File: src/design/pag_pkg.sv
// Purpose : shared constants and types of the pulse accumulator with gated timer
// Assumes : 32-bit classic wishbone register bus, byte addresses, one word per register
// Notes   : every offset, field position and cycle count, and the count, control, divider and lockout reset values live here
package pag_pkg;

    // ------------------------------------------------------------------
    // register byte offsets
    // ------------------------------------------------------------------
    localparam logic [3:0] ADDR_COUNT = 4'h0;  // accumulator_count_reg
    localparam logic [3:0] ADDR_CTRL  = 4'h4;  // mode, polarity, enables, prescale
    localparam logic [3:0] ADDR_FLAGS = 4'h8;  // timer_flag_reg_two
    localparam logic [3:0] ADDR_PIN   = 4'hc;  // live pin level

    // ------------------------------------------------------------------
    // field positions
    // ------------------------------------------------------------------
    localparam int CTRL_ENABLE_BIT    = 0;
    localparam int CTRL_GATED_BIT     = 1;
    localparam int CTRL_EDGE_SEL_BIT  = 2;
    localparam int CTRL_EDGE_IE_BIT   = 3;
    localparam int CTRL_WRAP_IE_BIT   = 4;
    localparam int CTRL_PRESCALE_LSB  = 8;
    localparam int FLAG_WRAP_BIT      = 4;
    localparam int FLAG_EDGE_BIT      = 5;
    localparam int PIN_LEVEL_BIT      = 0;

    // ------------------------------------------------------------------
    // reset values and counts
    // ------------------------------------------------------------------
    localparam logic [7:0] COUNT_RESET    = 8'h00;
    localparam logic [1:0] PRESCALE_RESET = 2'h0;
    localparam int         TICK_DIVIDE    = 64;  // bus cycles per gated tick
    localparam int         EDGE_LOCKOUT   = 2;   // bus cycles between recognised edges
    localparam logic [5:0] DIV_RESET      = 6'h00;
    localparam logic [1:0] LOCK_RESET     = 2'h0;

    // ------------------------------------------------------------------
    // control fields carried together
    // ------------------------------------------------------------------
    typedef struct packed {
        logic [1:0] timer_prescale_select;
        logic       count_wrap_irq_enable;
        logic       input_edge_irq_enable;
        logic       edge_level_select;
        logic       gated_mode;
        logic       enable;
    } pag_ctrl_type;

    localparam pag_ctrl_type CTRL_RESET = '{
        timer_prescale_select : PRESCALE_RESET,
        count_wrap_irq_enable : 1'b0,
        input_edge_irq_enable : 1'b0,
        edge_level_select     : 1'b0,
        gated_mode            : 1'b0,
        enable                : 1'b0
    };

endpackage

File: src/design/pag_top.sv
// Purpose : 8-bit pulse accumulator, event counting or gated time accumulation
// Assumes : one clock, clk_i is the bus clock and each rising edge stands for a
//           phase-two falling edge; synchronous active-high reset
// Notes   : registers reached over classic wishbone; ack comes one cycle after
//           the request and writes take effect on the ack edge
//
// The Wishbone slave port and the address map were left to the implementer.
`timescale 1ns/10ps
`default_nettype none

// How it works
// - gated mode counts every 64th cycle while active
// - select bit names the level that stops counting
// - count holds when inactive, resumes later
// - gated trailing edge sets edge flag, own irq
// - wrap from ff to 00 sets flag same edge
// - counter stops at trailing edge, wrap flagged
// - pin synchronised, rate at most half clock
// - recognised edge sets edge flag next edge
// - event mode increments with the edge flag
// - no second edge within two cycles
// - tick is free running, never restarted
// - tick tap follows prescale select bits
// - bus access never collides with counting
// - pin level readable at any time
// - edge interrupt on chosen rising or falling
// - local enable and global mask gate interrupt
// - edge flag readable, software clear cancels
// - writing one to bit 4 clears wrap
// - writing one to bit 5 clears edge
// - wrap irq when flag set and enabled
module pag_top #(
    parameter int COUNT_WIDTH = 8
) (
    // clock and reset
    input  wire logic                   clk_i,
    input  wire logic                   rst_i,
    // wishbone slave
    input  wire logic                   cyc_i,
    input  wire logic                   stb_i,
    input  wire logic                   we_i,
    input  wire logic [3:0]             adr_i,
    input  wire logic [3:0]             sel_i,
    input  wire logic [31:0]            dat_i,
    output logic      [31:0]            dat_o,
    output logic                        ack_o,
    // pin and processor side
    input  wire logic                   pulse_input_pin_i,
    input  wire logic                   global_irq_mask_i,
    output logic                        input_edge_irq_o,
    output logic                        count_wrap_irq_o
);

    // ------------------------------------------------------------------
    // state
    // ------------------------------------------------------------------
    // count and control
    logic [COUNT_WIDTH-1:0]  accumulator_count_reg;
    logic [COUNT_WIDTH-1:0]  accumulator_count_next;
    pag_pkg::pag_ctrl_type   ctrl_reg;
    pag_pkg::pag_ctrl_type   ctrl_next;

    // sticky flags
    logic                    input_edge_flag_reg;
    logic                    input_edge_flag_next;
    logic                    count_wrap_flag_reg;
    logic                    count_wrap_flag_next;

    // pin path
    logic [2:0]              pin_sync_reg;
    logic                    pin_level_reg;
    logic                    pin_level_next;

    // divider and lockout
    logic [5:0]              div_reg;
    logic [1:0]              lock_reg;
    logic [1:0]              lock_next;

    // bus answer
    logic                    ack_reg;
    logic [31:0]             dat_reg;
    logic [31:0]             dat_next;

    // interrupt requests
    logic                    edge_irq_reg;
    logic                    wrap_irq_reg;

    // ------------------------------------------------------------------
    // helper functions
    // ------------------------------------------------------------------
    // tap point of the divide-by-64 tick within the shared divider chain
    function automatic logic [5:0] tick_phase(input logic [1:0] prescale);
        logic [5:0] phase;
        phase = 6'h3f;
        unique case (prescale)
            2'h0: phase = 6'h3f;
            2'h1: phase = 6'h3c;
            2'h2: phase = 6'h38;
            2'h3: phase = 6'h30;
        endcase
        return phase;
    endfunction

    // byte-lane merge of a write into a 32-bit word
    function automatic logic [31:0] lane_merge(input logic [31:0] old_word,
                                               input logic [31:0] new_word,
                                               input logic [3:0]  lanes);
        logic [31:0] merged;
        merged = old_word;
        for (int i = 0; i < 4; i++) begin
            if (lanes[i]) begin
                merged[i*8 +: 8] = new_word[i*8 +: 8];
            end
        end
        return merged;
    endfunction

    // ------------------------------------------------------------------
    // bus decode
    // ------------------------------------------------------------------
    // the write is applied at the ack edge, the only edge the master samples
    wire logic        bus_req;
    wire logic        wr_now;
    wire logic        wr_count;
    wire logic        wr_ctrl;
    wire logic        wr_flags;

    wire logic [31:0] ctrl_word;
    wire logic [31:0] ctrl_merged;
    wire logic [31:0] count_word;
    wire logic [31:0] count_merged;

    wire logic        clr_wrap;
    wire logic        clr_edge;

    assign bus_req     = cyc_i & stb_i;
    assign wr_now      = bus_req & we_i & ack_reg;
    assign wr_count    = wr_now & (adr_i == pag_pkg::ADDR_COUNT);
    assign wr_ctrl     = wr_now & (adr_i == pag_pkg::ADDR_CTRL);
    assign wr_flags    = wr_now & (adr_i == pag_pkg::ADDR_FLAGS);

    // readback words
    assign ctrl_word   = {22'h000000, ctrl_reg.timer_prescale_select, 3'h0,
                          ctrl_reg.count_wrap_irq_enable, ctrl_reg.input_edge_irq_enable,
                          ctrl_reg.edge_level_select, ctrl_reg.gated_mode, ctrl_reg.enable};
    assign ctrl_merged = lane_merge(ctrl_word, dat_i, sel_i);
    assign count_word  = {{(32-COUNT_WIDTH){1'b0}}, accumulator_count_reg};
    assign count_merged = lane_merge(count_word, dat_i, sel_i);
    // clearing needs a one in the flag position; a zero leaves the flag alone
    assign clr_wrap    = wr_flags & sel_i[0] & dat_i[pag_pkg::FLAG_WRAP_BIT];
    assign clr_edge    = wr_flags & sel_i[0] & dat_i[pag_pkg::FLAG_EDGE_BIT];

    // ------------------------------------------------------------------
    // pin qualification and edge recognition
    // ------------------------------------------------------------------
    // a level change is accepted only when the second and third stages agree,
    // which also caps the usable count rate at half the bus clock
    wire logic pin_stable;
    wire logic pin_change;
    wire logic edge_seen;
    wire logic sel_edge;
    wire logic level_active;

    assign pin_stable   = (pin_sync_reg[1] == pin_sync_reg[2]);
    assign pin_change   = pin_stable & (pin_sync_reg[2] != pin_level_reg) & (lock_reg == 2'h0);
    assign pin_level_next = pin_change ? pin_sync_reg[2] : pin_level_reg;
    assign edge_seen    = pin_change;

    // the chosen edge ends on the level equal to the select bit; in gated mode
    // that same level is the one that inhibits counting, so it is the trailing edge
    assign sel_edge     = edge_seen & (pin_sync_reg[2] == ctrl_reg.edge_level_select);

    // active level is the opposite of the stopping level
    assign level_active = (pin_level_reg != ctrl_reg.edge_level_select);

    // lockout reloads on each accepted change
    assign lock_next    = edge_seen ? 2'(pag_pkg::EDGE_LOCKOUT - 1)
                        : ((lock_reg != pag_pkg::LOCK_RESET) ? lock_reg - 2'h1 : lock_reg);

    // ------------------------------------------------------------------
    // counting
    // ------------------------------------------------------------------
    // the divider never restarts with the pin, so the first tick of a pulse
    // may land anywhere within one 64-cycle period
    wire logic tick;
    wire logic gated_inc;
    wire logic event_inc;
    wire logic count_inc;
    wire logic wraps;

    assign tick      = (div_reg == tick_phase(ctrl_reg.timer_prescale_select));

    // the level register only turns inactive at the trailing edge, so counting
    // stops there and a last tick before it still counts and may wrap
    assign gated_inc = ctrl_reg.gated_mode & level_active & tick;
    assign event_inc = ~ctrl_reg.gated_mode & sel_edge;
    assign count_inc = ctrl_reg.enable & (gated_inc | event_inc) & ~wr_count;
    assign wraps     = count_inc & (&accumulator_count_reg);

    // a software write wins over an increment in the same cycle, so an access
    // and a count update can never mix into one value
    assign accumulator_count_next = wr_count ? count_merged[COUNT_WIDTH-1:0]
                                  : (count_inc ? accumulator_count_reg + 1'b1
                                               : accumulator_count_reg);

    // ------------------------------------------------------------------
    // flags and control
    // ------------------------------------------------------------------
    // set wins over a clear arriving in the same cycle
    wire logic edge_set;

    assign edge_set             = ctrl_reg.enable & sel_edge;
    assign input_edge_flag_next = edge_set | (input_edge_flag_reg & ~clr_edge);
    assign count_wrap_flag_next = wraps | (count_wrap_flag_reg & ~clr_wrap);

    assign ctrl_next = wr_ctrl ? pag_pkg::pag_ctrl_type'{
                           timer_prescale_select :
                               ctrl_merged[pag_pkg::CTRL_PRESCALE_LSB +: 2],
                           count_wrap_irq_enable : ctrl_merged[pag_pkg::CTRL_WRAP_IE_BIT],
                           input_edge_irq_enable : ctrl_merged[pag_pkg::CTRL_EDGE_IE_BIT],
                           edge_level_select     : ctrl_merged[pag_pkg::CTRL_EDGE_SEL_BIT],
                           gated_mode            : ctrl_merged[pag_pkg::CTRL_GATED_BIT],
                           enable                : ctrl_merged[pag_pkg::CTRL_ENABLE_BIT]
                       } : ctrl_reg;

    // ------------------------------------------------------------------
    // read mux
    // ------------------------------------------------------------------
    // unmapped offsets read as zero and are still acknowledged
    wire logic [31:0] flags_word;
    wire logic [31:0] pin_word;
    wire logic [31:0] read_word;

    assign flags_word = 32'(count_wrap_flag_reg) << pag_pkg::FLAG_WRAP_BIT
                      | 32'(input_edge_flag_reg) << pag_pkg::FLAG_EDGE_BIT;

    // the qualified level is readable whatever mode or enable is set
    assign pin_word   = 32'(pin_level_reg) << pag_pkg::PIN_LEVEL_BIT;
    assign read_word  = (adr_i == pag_pkg::ADDR_COUNT) ? count_word
                      : (adr_i == pag_pkg::ADDR_CTRL)  ? ctrl_word
                      : (adr_i == pag_pkg::ADDR_FLAGS) ? flags_word
                      : (adr_i == pag_pkg::ADDR_PIN)   ? pin_word
                      : 32'h00000000;

    // held until the next read is taken
    assign dat_next   = (bus_req & ~we_i & ~ack_reg) ? read_word : dat_reg;

    // ------------------------------------------------------------------
    // pin synchroniser
    // ------------------------------------------------------------------
    // stage one is read only by stage two
    always_ff @(posedge clk_i) begin
        if (rst_i) begin
            pin_sync_reg <= 3'h0;
        end else begin
            pin_sync_reg <= {pin_sync_reg[1:0], pulse_input_pin_i};
        end
    end

    // ------------------------------------------------------------------
    // free-running divider chain
    // ------------------------------------------------------------------
    // every tap is a phase of this one chain
    always_ff @(posedge clk_i) begin
        if (rst_i) begin
            div_reg <= pag_pkg::DIV_RESET;
        end else begin
            div_reg <= div_reg + 6'h01;
        end
    end

    // ------------------------------------------------------------------
    // edge detector and counter
    // ------------------------------------------------------------------
    // level, lockout and count share an edge
    always_ff @(posedge clk_i) begin
        if (rst_i) begin
            pin_level_reg         <= 1'b0;
            lock_reg              <= pag_pkg::LOCK_RESET;
            accumulator_count_reg <= COUNT_WIDTH'(pag_pkg::COUNT_RESET);
        end else begin
            pin_level_reg         <= pin_level_next;
            lock_reg              <= lock_next;
            accumulator_count_reg <= accumulator_count_next;
        end
    end

    // ------------------------------------------------------------------
    // flags and control register
    // ------------------------------------------------------------------
    // flags stay set until written with ones
    always_ff @(posedge clk_i) begin
        if (rst_i) begin
            input_edge_flag_reg <= 1'b0;
            count_wrap_flag_reg <= 1'b0;
            ctrl_reg            <= pag_pkg::CTRL_RESET;
        end else begin
            input_edge_flag_reg <= input_edge_flag_next;
            count_wrap_flag_reg <= count_wrap_flag_next;
            ctrl_reg            <= ctrl_next;
        end
    end

    // ------------------------------------------------------------------
    // interrupt requests
    // ------------------------------------------------------------------
    // enables gate only the requests, never the flags; a global mask from the
    // processor holds both off without touching pending state
    always_ff @(posedge clk_i) begin
        if (rst_i) begin
            edge_irq_reg <= 1'b0;
            wrap_irq_reg <= 1'b0;
        end else begin
            edge_irq_reg <= input_edge_flag_next & ctrl_next.input_edge_irq_enable
                          & ~global_irq_mask_i;
            wrap_irq_reg <= count_wrap_flag_next & ctrl_next.count_wrap_irq_enable
                          & ~global_irq_mask_i;
        end
    end

    // ------------------------------------------------------------------
    // wishbone answer
    // ------------------------------------------------------------------
    // ack rises one cycle after the request and drops the cycle after
    always_ff @(posedge clk_i) begin
        if (rst_i) begin
            ack_reg <= 1'b0;
            dat_reg <= 32'h00000000;
        end else begin
            ack_reg <= bus_req & ~ack_reg;
            dat_reg <= dat_next;
        end
    end

    // ------------------------------------------------------------------
    // outputs
    // ------------------------------------------------------------------
    // no logic between registers and pins
    assign dat_o            = dat_reg;
    assign ack_o            = ack_reg;
    assign input_edge_irq_o = edge_irq_reg;
    assign count_wrap_irq_o = wrap_irq_reg;

endmodule

`default_nettype wire

File: config.mk
export PLATFORM = sky130hd
export DESIGN_NAME = pag_top
export DESIGN_NICKNAME = d
export VERILOG_FILES = /design/src/design/pag_pkg.sv /design/src/design/pag_top.sv
export SDC_FILE = /design/constraint.sdc
export NUM_CORES = 1
export LEC_CHECK = 0
export BUFFER_PORTS_ARGS = -buffer_cell sky130_fd_sc_hd__buf_2
export CORE_UTILIZATION = 49
export CTS_CLUSTER_DIAMETER = 80
export DETAILED_ROUTE_END_ITERATION = 8
export GPL_TIMING_DRIVEN = 0
export HOLD_SLACK_MARGIN = 0.05
export MAX_ROUTING_LAYER = met4
export PLACE_DENSITY = 0.8
export SETUP_SLACK_MARGIN = 0.1
export SYNTH_ARGS = -nofsm -noshare
export SYNTH_HDL_FRONTEND = slang
export SYNTH_SLANG_ARGS = --single-unit
export TNS_END_PERCENT = 30
File: constraint.sdc
create_clock -name clk_i -period 2.4 [get_ports clk_i]
set_input_delay 0.36 -clock clk_i [delete_from_list [all_inputs] [get_ports clk_i]]
set_output_delay 0.36 -clock clk_i [all_outputs]
set_load 0.005 [all_outputs]
## Yosys cells after proc, flatten, opt, wreduce, memory -nomap -nowiden

Cells that the tools add are included.

- Add/sub/neg operators: 3
- $mul: 0
- Div/mod/pow operators: 0
- Magnitude comparators: 0
- Equality and inequality tests: 12
- Shifts and indexed selects: 0
- Muxes and demuxes: 12
- Bitwise gates (word level): 39
- Reduce and logical (&&, ||, !) cells: 11

Operators by type and width:

| cell | count |
|---|---|
| 1-bit AND | 28 |
| 8-bit 2-to-1 mux | 3 |
| 6-bit one-hot mux with 4 select lines | 1 |
| 10-bit 2-to-1 mux | 2 |
| 5-bit 2-to-1 mux | 2 |
| 8-bit by 1-bit adder with 8-bit output, second input constant | 1 |
| 4-bit == test, second input constant | 2 |
| 8-bit AND reduction | 1 |
| 1-bit NOT | 7 |
| 6-bit by 1-bit adder with 6-bit output, second input constant | 1 |
| 6-bit == test | 1 |
| 6-bit 2-to-1 mux | 1 |
| 5-bit by 6-bit OR with 6-bit output | 1 |
| 2-bit AND reduction | 3 |
| 2-bit nonzero test | 3 |
| 2-bit == test, second input constant | 2 |
| 4-bit by 3-bit == test with 1-bit output, second input constant | 1 |
| 2-bit zero test | 2 |
| 4-bit zero test | 1 |
| 1-bit 2-to-1 mux | 3 |
| 1-bit OR | 3 |
| 1-bit == test | 2 |
| 2-bit by 1-bit == test with 1-bit output, second input constant | 1 |
| 1-bit != test | 2 |
| 3 further kinds | 3 |

- Register bits after elaboration: 64
- Bits in latches: 0
- Bits in writable memories: 0
- Memory bits (read-only): 0
- Input bits: 47
- Output and inout bits: 35
- Word-level logic and storage cells: 95
- Memories: 0

## Depth between registers and ports, before layout

- Depth after elaboration: 12
- Gate-level depth with buffers: 8
- Depth with buffers taken out: 7

## Worst setup path before layout

No wires, ideal clock.

- Path kind: flip-flop to flip-flop
- From: register div_reg[0]
- To: register accumulator_count_reg[5]
- Setup time: 0.067 ns
- Arrival time: 1.980 ns
- Required time: 2.333 ns
- Slack: 0.352 ns
- Stages on the path, launching flop included: 7
- Buffers on the path: 1
- Period minus slack after synthesis: 2.048 ns
- Path through: dfxtp_1 -> nand2_1 -> or4b_1 -> a2111o_1 -> buf_6 -> a221o_1 -> a21oi_2

- Longest elaborated chain between the ends: 7

RTL lines:

| what | RTL line | source |
|---|---|---|
| start: declaration | pag_top.sv:75 | `logic [5:0] div_reg;` |
| start signal: assignment | pag_top.sv:266 | `div_reg <= pag_pkg::DIV_RESET;` |
| start signal: assignment | pag_top.sv:268 | `div_reg <= div_reg + 6'h01;` |
| 6-bit == test | pag_top.sv:191 | `assign tick = (div_reg == tick_phase(ctrl_reg.timer_prescale_select));` |
| 1-bit AND | pag_top.sv:195 | `assign gated_inc = ctrl_reg.gated_mode & level_active & tick;` |
| 1-bit OR | pag_top.sv:197 | `assign count_inc = ctrl_reg.enable & (gated_inc \| event_inc) & ~wr_count;` |
| 1-bit AND (2 in a row) | pag_top.sv:197 |  |
| 2-bit nonzero test (no source line) | n/a |  |
| 2-bit AND reduction (no source line) | n/a |  |
| end signal: assignment | pag_top.sv:280 | `accumulator_count_reg <= COUNT_WIDTH'(pag_pkg::COUNT_RESET);` |
| end signal: assignment | pag_top.sv:284 | `accumulator_count_reg <= accumulator_count_next;` |
| end: declaration | pag_top.sv:58 | `logic [COUNT_WIDTH-1:0] accumulator_count_reg;` |

Every way passes these cells.
A chain may end at the register's enable or synchronous reset.

## Final worst setup path

Same ends and word-level chain as after synthesis.

==> impl_metrics.xml <==
<?xml version="1.0" encoding="UTF-8"?>
<metrics>
  <group name="global_route">
    <metric name="grt_pass1_vias" unit="">1756</metric>
    <metric name="grt_start_max_net_pins" unit="">14</metric>
    <metric name="wire_length_of_the_first_global_routing_pass" unit="um">8349</metric>
    <metric name="grt_overflow_total" unit="">0</metric>
    <metric name="grt_use_total" unit="">0.2477</metric>
    <metric name="antenna_found_initial" unit="">0</metric>
  </group>
  <group name="flow_run">
    <metric name="maxCapViolations" unit="">0</metric>
  </group>
  <group name="place">
    <metric name="hpwl" unit="um">3789</metric>
    <metric name="numPortBuffers" unit="">34</metric>
    <metric name="dpl.cell_count" unit="">361</metric>
    <metric name="gp_congestion" unit="">0.9466</metric>
  </group>
  <group name="yosys">
    <metric name="synthArstFlopShare" unit="">0</metric>
    <metric name="synthDominantCellAreaShare" unit="">0.3905</metric>
    <metric name="synth_warnings" unit="">0</metric>
    <metric name="synth_area_leaders" unit="">sky130_fd_sc_hd__dfxtp_1 (39%), sky130_fd_sc_hd__buf_4 (7.7%), sky130_fd_sc_hd__a21oi_1 (5.3%)</metric>
    <metric name="syn_avg_cell_area" unit="um^2">8.411</metric>
    <metric name="synth_ff_type" unit="">sky130_fd_sc_hd__dfxtp_1</metric>
    <metric name="register_area_share_after_synthesis" unit="">0.3905</metric>
    <metric name="synth_edf_count" unit="">0</metric>
    <metric name="synth_cells" unit="">256</metric>
    <metric name="synthDistinctLibCells" unit="">47</metric>
    <metric name="netlist.top_cell.by_area" unit="">sky130_fd_sc_hd__dfxtp_1</metric>
    <metric name="synth_seq_cells" unit="">42</metric>
    <metric name="synthesis.area" unit="um^2">2153</metric>
  </group>
  <group name="pwr">
    <metric name="report.power.total" unit="mW">1.394</metric>
    <metric name="power.density" unit="nW/um^2">542.2</metric>
    <metric name="total_leakage_power" unit="nW">1.115</metric>
    <metric name="ir_worst_vdd" unit="uV">308.5</metric>
  </group>
  <group name="layout">
    <metric name="fillers" unit="">405</metric>
    <metric name="largest_register_ffs" unit="">10</metric>
    <metric name="fin_cells" unit="">369</metric>
    <metric name="mostFrequentLayoutCell" unit="">sky130_fd_sc_hd__dfxtp_1</metric>
    <metric name="nNetsFinal" unit="">368</metric>
    <metric name="drive_gt1_frac" unit="">0.2382</metric>
    <metric name="antenna_cells_inserted" unit="">0</metric>
    <metric name="synthToLayoutAreaGrowth" unit="%">19.41</metric>
    <metric name="layout.cells.most_common_list" unit="">sky130_fd_sc_hd__dfxtp_1 (42), sky130_fd_sc_hd__buf_2 (35), sky130_fd_sc_hd__nor2_1 (26)</metric>
  </group>
  <group name="floorplan">
    <metric name="die-height" unit="um">68.29</metric>
    <metric name="fp.dieW" unit="um">68.29</metric>
    <metric name="start_util" unit="">0.5233</metric>
    <metric name="core_region_area" unit="um^2">4115</metric>
    <metric name="floorplan.die_area" unit="um^2">4664</metric>
    <metric name="boundaryPins" unit="">82</metric>
    <metric name="fp-row-count" unit="">23</metric>
  </group>
  <group name="worst_setup_path">
    <metric name="crit_buf_inv" unit="">1</metric>
    <metric name="setup.worst_path.end_class" unit="">flop</metric>
    <metric name="critical_path.cell_chain" unit="">nand2_1 -&gt; or4b_1 -&gt; a2111o_1 -&gt; buf_6 -&gt; a221o_1 -&gt; a21oi_2</metric>
    <metric name="r2r-end" unit="">accumulator_count_reg[5]</metric>
    <metric name="critical_path_peak_fanout" unit="">10</metric>
    <metric name="critical_path.reg2reg.startpoint" unit="">div_reg[0]</metric>
    <metric name="critPathTopFamily" unit="">compound AO/OA/AOI/OAI gates</metric>
    <metric name="critical_path_class" unit="">flop to flop</metric>
    <metric name="startpoint_kind_of_the_worst_setup_timing_path" unit="">flop</metric>
    <metric name="reg2reg_slack" unit="ns">0.17</metric>
    <metric name="arrival" unit="ns">2.46</metric>
    <metric name="worstPathRequired" unit="ns">2.63</metric>
    <metric name="worstRegToRegCells" unit="">6</metric>
    <metric name="crit_path_max_incr_delay" unit="ns">0.55</metric>
    <metric name="critical_path.slowest_cell" unit="">sky130_fd_sc_hd__or4b_1</metric>
  </group>
  <group name="sta">
    <metric name="timing.max_slew.rel_slack" unit="">0.2955</metric>
    <metric name="skew" unit="ns">0.009162</metric>
    <metric name="timing_hold_violations_final" unit="">0</metric>
    <metric name="setup_total_negative_slack" unit="ns">0</metric>
    <metric name="final-max-slew-violation-count" unit="">0</metric>
    <metric name="post-route-period-util" unit="">0.9281</metric>
    <metric name="fin_crit" unit="ns">2.227</metric>
    <metric name="grt_setup_unrepaired" unit="">yes</metric>
    <metric name="max_freq" unit="MHz">448.9</metric>
    <metric name="setup_violations" unit="">0</metric>
    <metric name="worst_pin_slew" unit="ns">1.049</metric>
    <metric name="hold_slack_final" unit="ns">0.2387</metric>
  </group>
  <group name="clock_network">
    <metric name="tritoncts_clock_tree" unit="">built</metric>
    <metric name="post_cts_buffers" unit="">0</metric>
    <metric name="cts-htree-levels" unit="">2</metric>
    <metric name="cts_root_buf" unit="">sky130_fd_sc_hd__clkbuf_8</metric>
    <metric name="post_cts_hold_buffer_count" unit="">0</metric>
    <metric name="worst_setup_hold_path_clk_slew" unit="ns">0.08</metric>
    <metric name="clock_latency" unit="ns">0.29</metric>
    <metric name="cts.sinks" unit="">42</metric>
    <metric name="cts_buffer_depth" unit="">2</metric>
    <metric name="cts-buffers-inserted" unit="">5</metric>
  </group>
  <group name="routing">
    <metric name="ant_nets" unit="">0</metric>
    <metric name="route.detailed.drc" unit="">0</metric>
    <metric name="drt-total-wl" unit="um">5140</metric>
    <metric name="detailroute.via_count" unit="">2085</metric>
    <metric name="mean_number_of_vias_per_cell" unit="">5.650</metric>
    <metric name="detail_route.first_pass.iterations" unit="">5</metric>
    <metric name="drtIter0Drc" unit="">150</metric>
    <metric name="post_detailed_route_wirelength_per_cell" unit="um">13.93</metric>
  </group>
  <group name="status">
    <metric name="status" unit="">completed</metric>
  </group>
  <group name="min_path">
    <metric name="hold_path_class" unit="">input pin to flop</metric>
    <metric name="min_delay_worst_endpoint" unit="">input_edge_irq_o</metric>
    <metric name="hold_path_depth" unit="">2</metric>
    <metric name="worstHoldStart" unit="">global_irq_mask_i</metric>
  </group>
</metrics>
==> cells in the mapped netlist, types with 2 or more instances <==
cell type,instances
sky130_fd_sc_hd__ha_1,3
sky130_fd_sc_hd__or4b_1,2
sky130_fd_sc_hd__clkbuf_1,9
sky130_fd_sc_hd__a2111o_1,2
sky130_fd_sc_hd__nand2_1,21
sky130_fd_sc_hd__a211oi_1,3
sky130_fd_sc_hd__a31oi_1,3
sky130_fd_sc_hd__nand3_1,16
sky130_fd_sc_hd__o31a_1,2
sky130_fd_sc_hd__and2_1,3
sky130_fd_sc_hd__mux2i_1,7
sky130_fd_sc_hd__and3_1,3
sky130_fd_sc_hd__xnor2_1,3
sky130_fd_sc_hd__a221oi_1,5
sky130_fd_sc_hd__buf_4,22
sky130_fd_sc_hd__a32oi_1,2
sky130_fd_sc_hd__a22oi_1,3
sky130_fd_sc_hd__and4_1,3
sky130_fd_sc_hd__inv_1,7
sky130_fd_sc_hd__o32ai_1,2
sky130_fd_sc_hd__nor2b_1,4
sky130_fd_sc_hd__nor2_1,26
sky130_fd_sc_hd__xor2_1,4
sky130_fd_sc_hd__nor4_1,2
sky130_fd_sc_hd__a21oi_1,23
sky130_fd_sc_hd__nor3_1,6
sky130_fd_sc_hd__dfxtp_1,42
sky130_fd_sc_hd__or3_1,3
sky130_fd_sc_hd__o21ai_0,6
sky130_fd_sc_hd__o221a_2,2
==> routing by layer <==
layer | vias to the layer above | global-route usage | wire, um
met5 | - | - | 0
met4 | 0 | 0.07292 | 89
met3 | 11 | 0.05500 | 499
met2 | 113 | 0.3640 | 2246
met1 | 961 | 0.3364 | 2304
li1 | 1000 | - | -
==> how the worst max path moves through the flow <==
stage | from | to | slack (ns) | depth (start not counted)
after global placement | adr_i[3] | accumulator_count_reg[4] | -0.02 | 7
after floorplan | div_reg[0] | accumulator_count_reg[5] | 0.35 | 6
after detailed placement | adr_i[3] | accumulator_count_reg[1] | -0.13 | 7
final | div_reg[0] | accumulator_count_reg[5] | 0.17 | 6
after global routing | div_reg[0] | accumulator_count_reg[5] | 0.05 | 6
after CTS | div_reg[0] | accumulator_count_reg[5] | 0.17 | 6
==> repair_timing <==
action,4_1_cts,5_1_grt
resized for setup,2,2
hold endpoints to repair,0,0
pin swaps,0,0
endpoints found under the setup margin,5,6
==> cells by family (layout without fill, tap and decap cells) <==
group	after synthesis	count (layout)	share of synthesized area
other	1	22	0.001742
adders and majority gates	3	3	0.01743
muxes	8	8	0.03777
xor gates and xnor gates	7	7	0.02847
buffers and inverters	41	83	0.1145
DFF	42	42	0.3905
and+or+nand+nor	93	93	0.2156
AOI/OAI and AO/OA	61	61	0.1941
==> layout make-up <==
class                   count  area, um^2  share of cell area
repair buffers             34       170.2             0.06618
multi-input cells         194        1155              0.4491
clock buffers               6       82.58             0.03212
flip-flops and latches     42       840.8              0.3270
plain buffers              34       221.5             0.08613
well taps                  50       62.56             0.02433
clock inverters             2       12.51            0.004866
inverters                   7       26.28             0.01022
==> where the power goes <==
part           total [mW]  internal [mW]  switching, mW
logic               0.183         0.0842         0.0986
clock network       0.474          0.231          0.243
registers           0.737          0.721         0.0165
==> per-stage QoR <==
stage / util / instance area, um^2 / setup WS, ns
2_1_floorplan: - / 2232 / 0.3522
3_3_place_gp: 0.5990 / 2465 / -0.01942
3_5_place_dp: 0.5990 / 2465 / -0.1308
4_1_cts: 0.6245 / 2570 / 0.1717
5_1_grt: 0.6248 / 2571 / 0.04725
6_report: 0.6248 / 2571 / 0.1725
(Power assumes the default switching activity.)
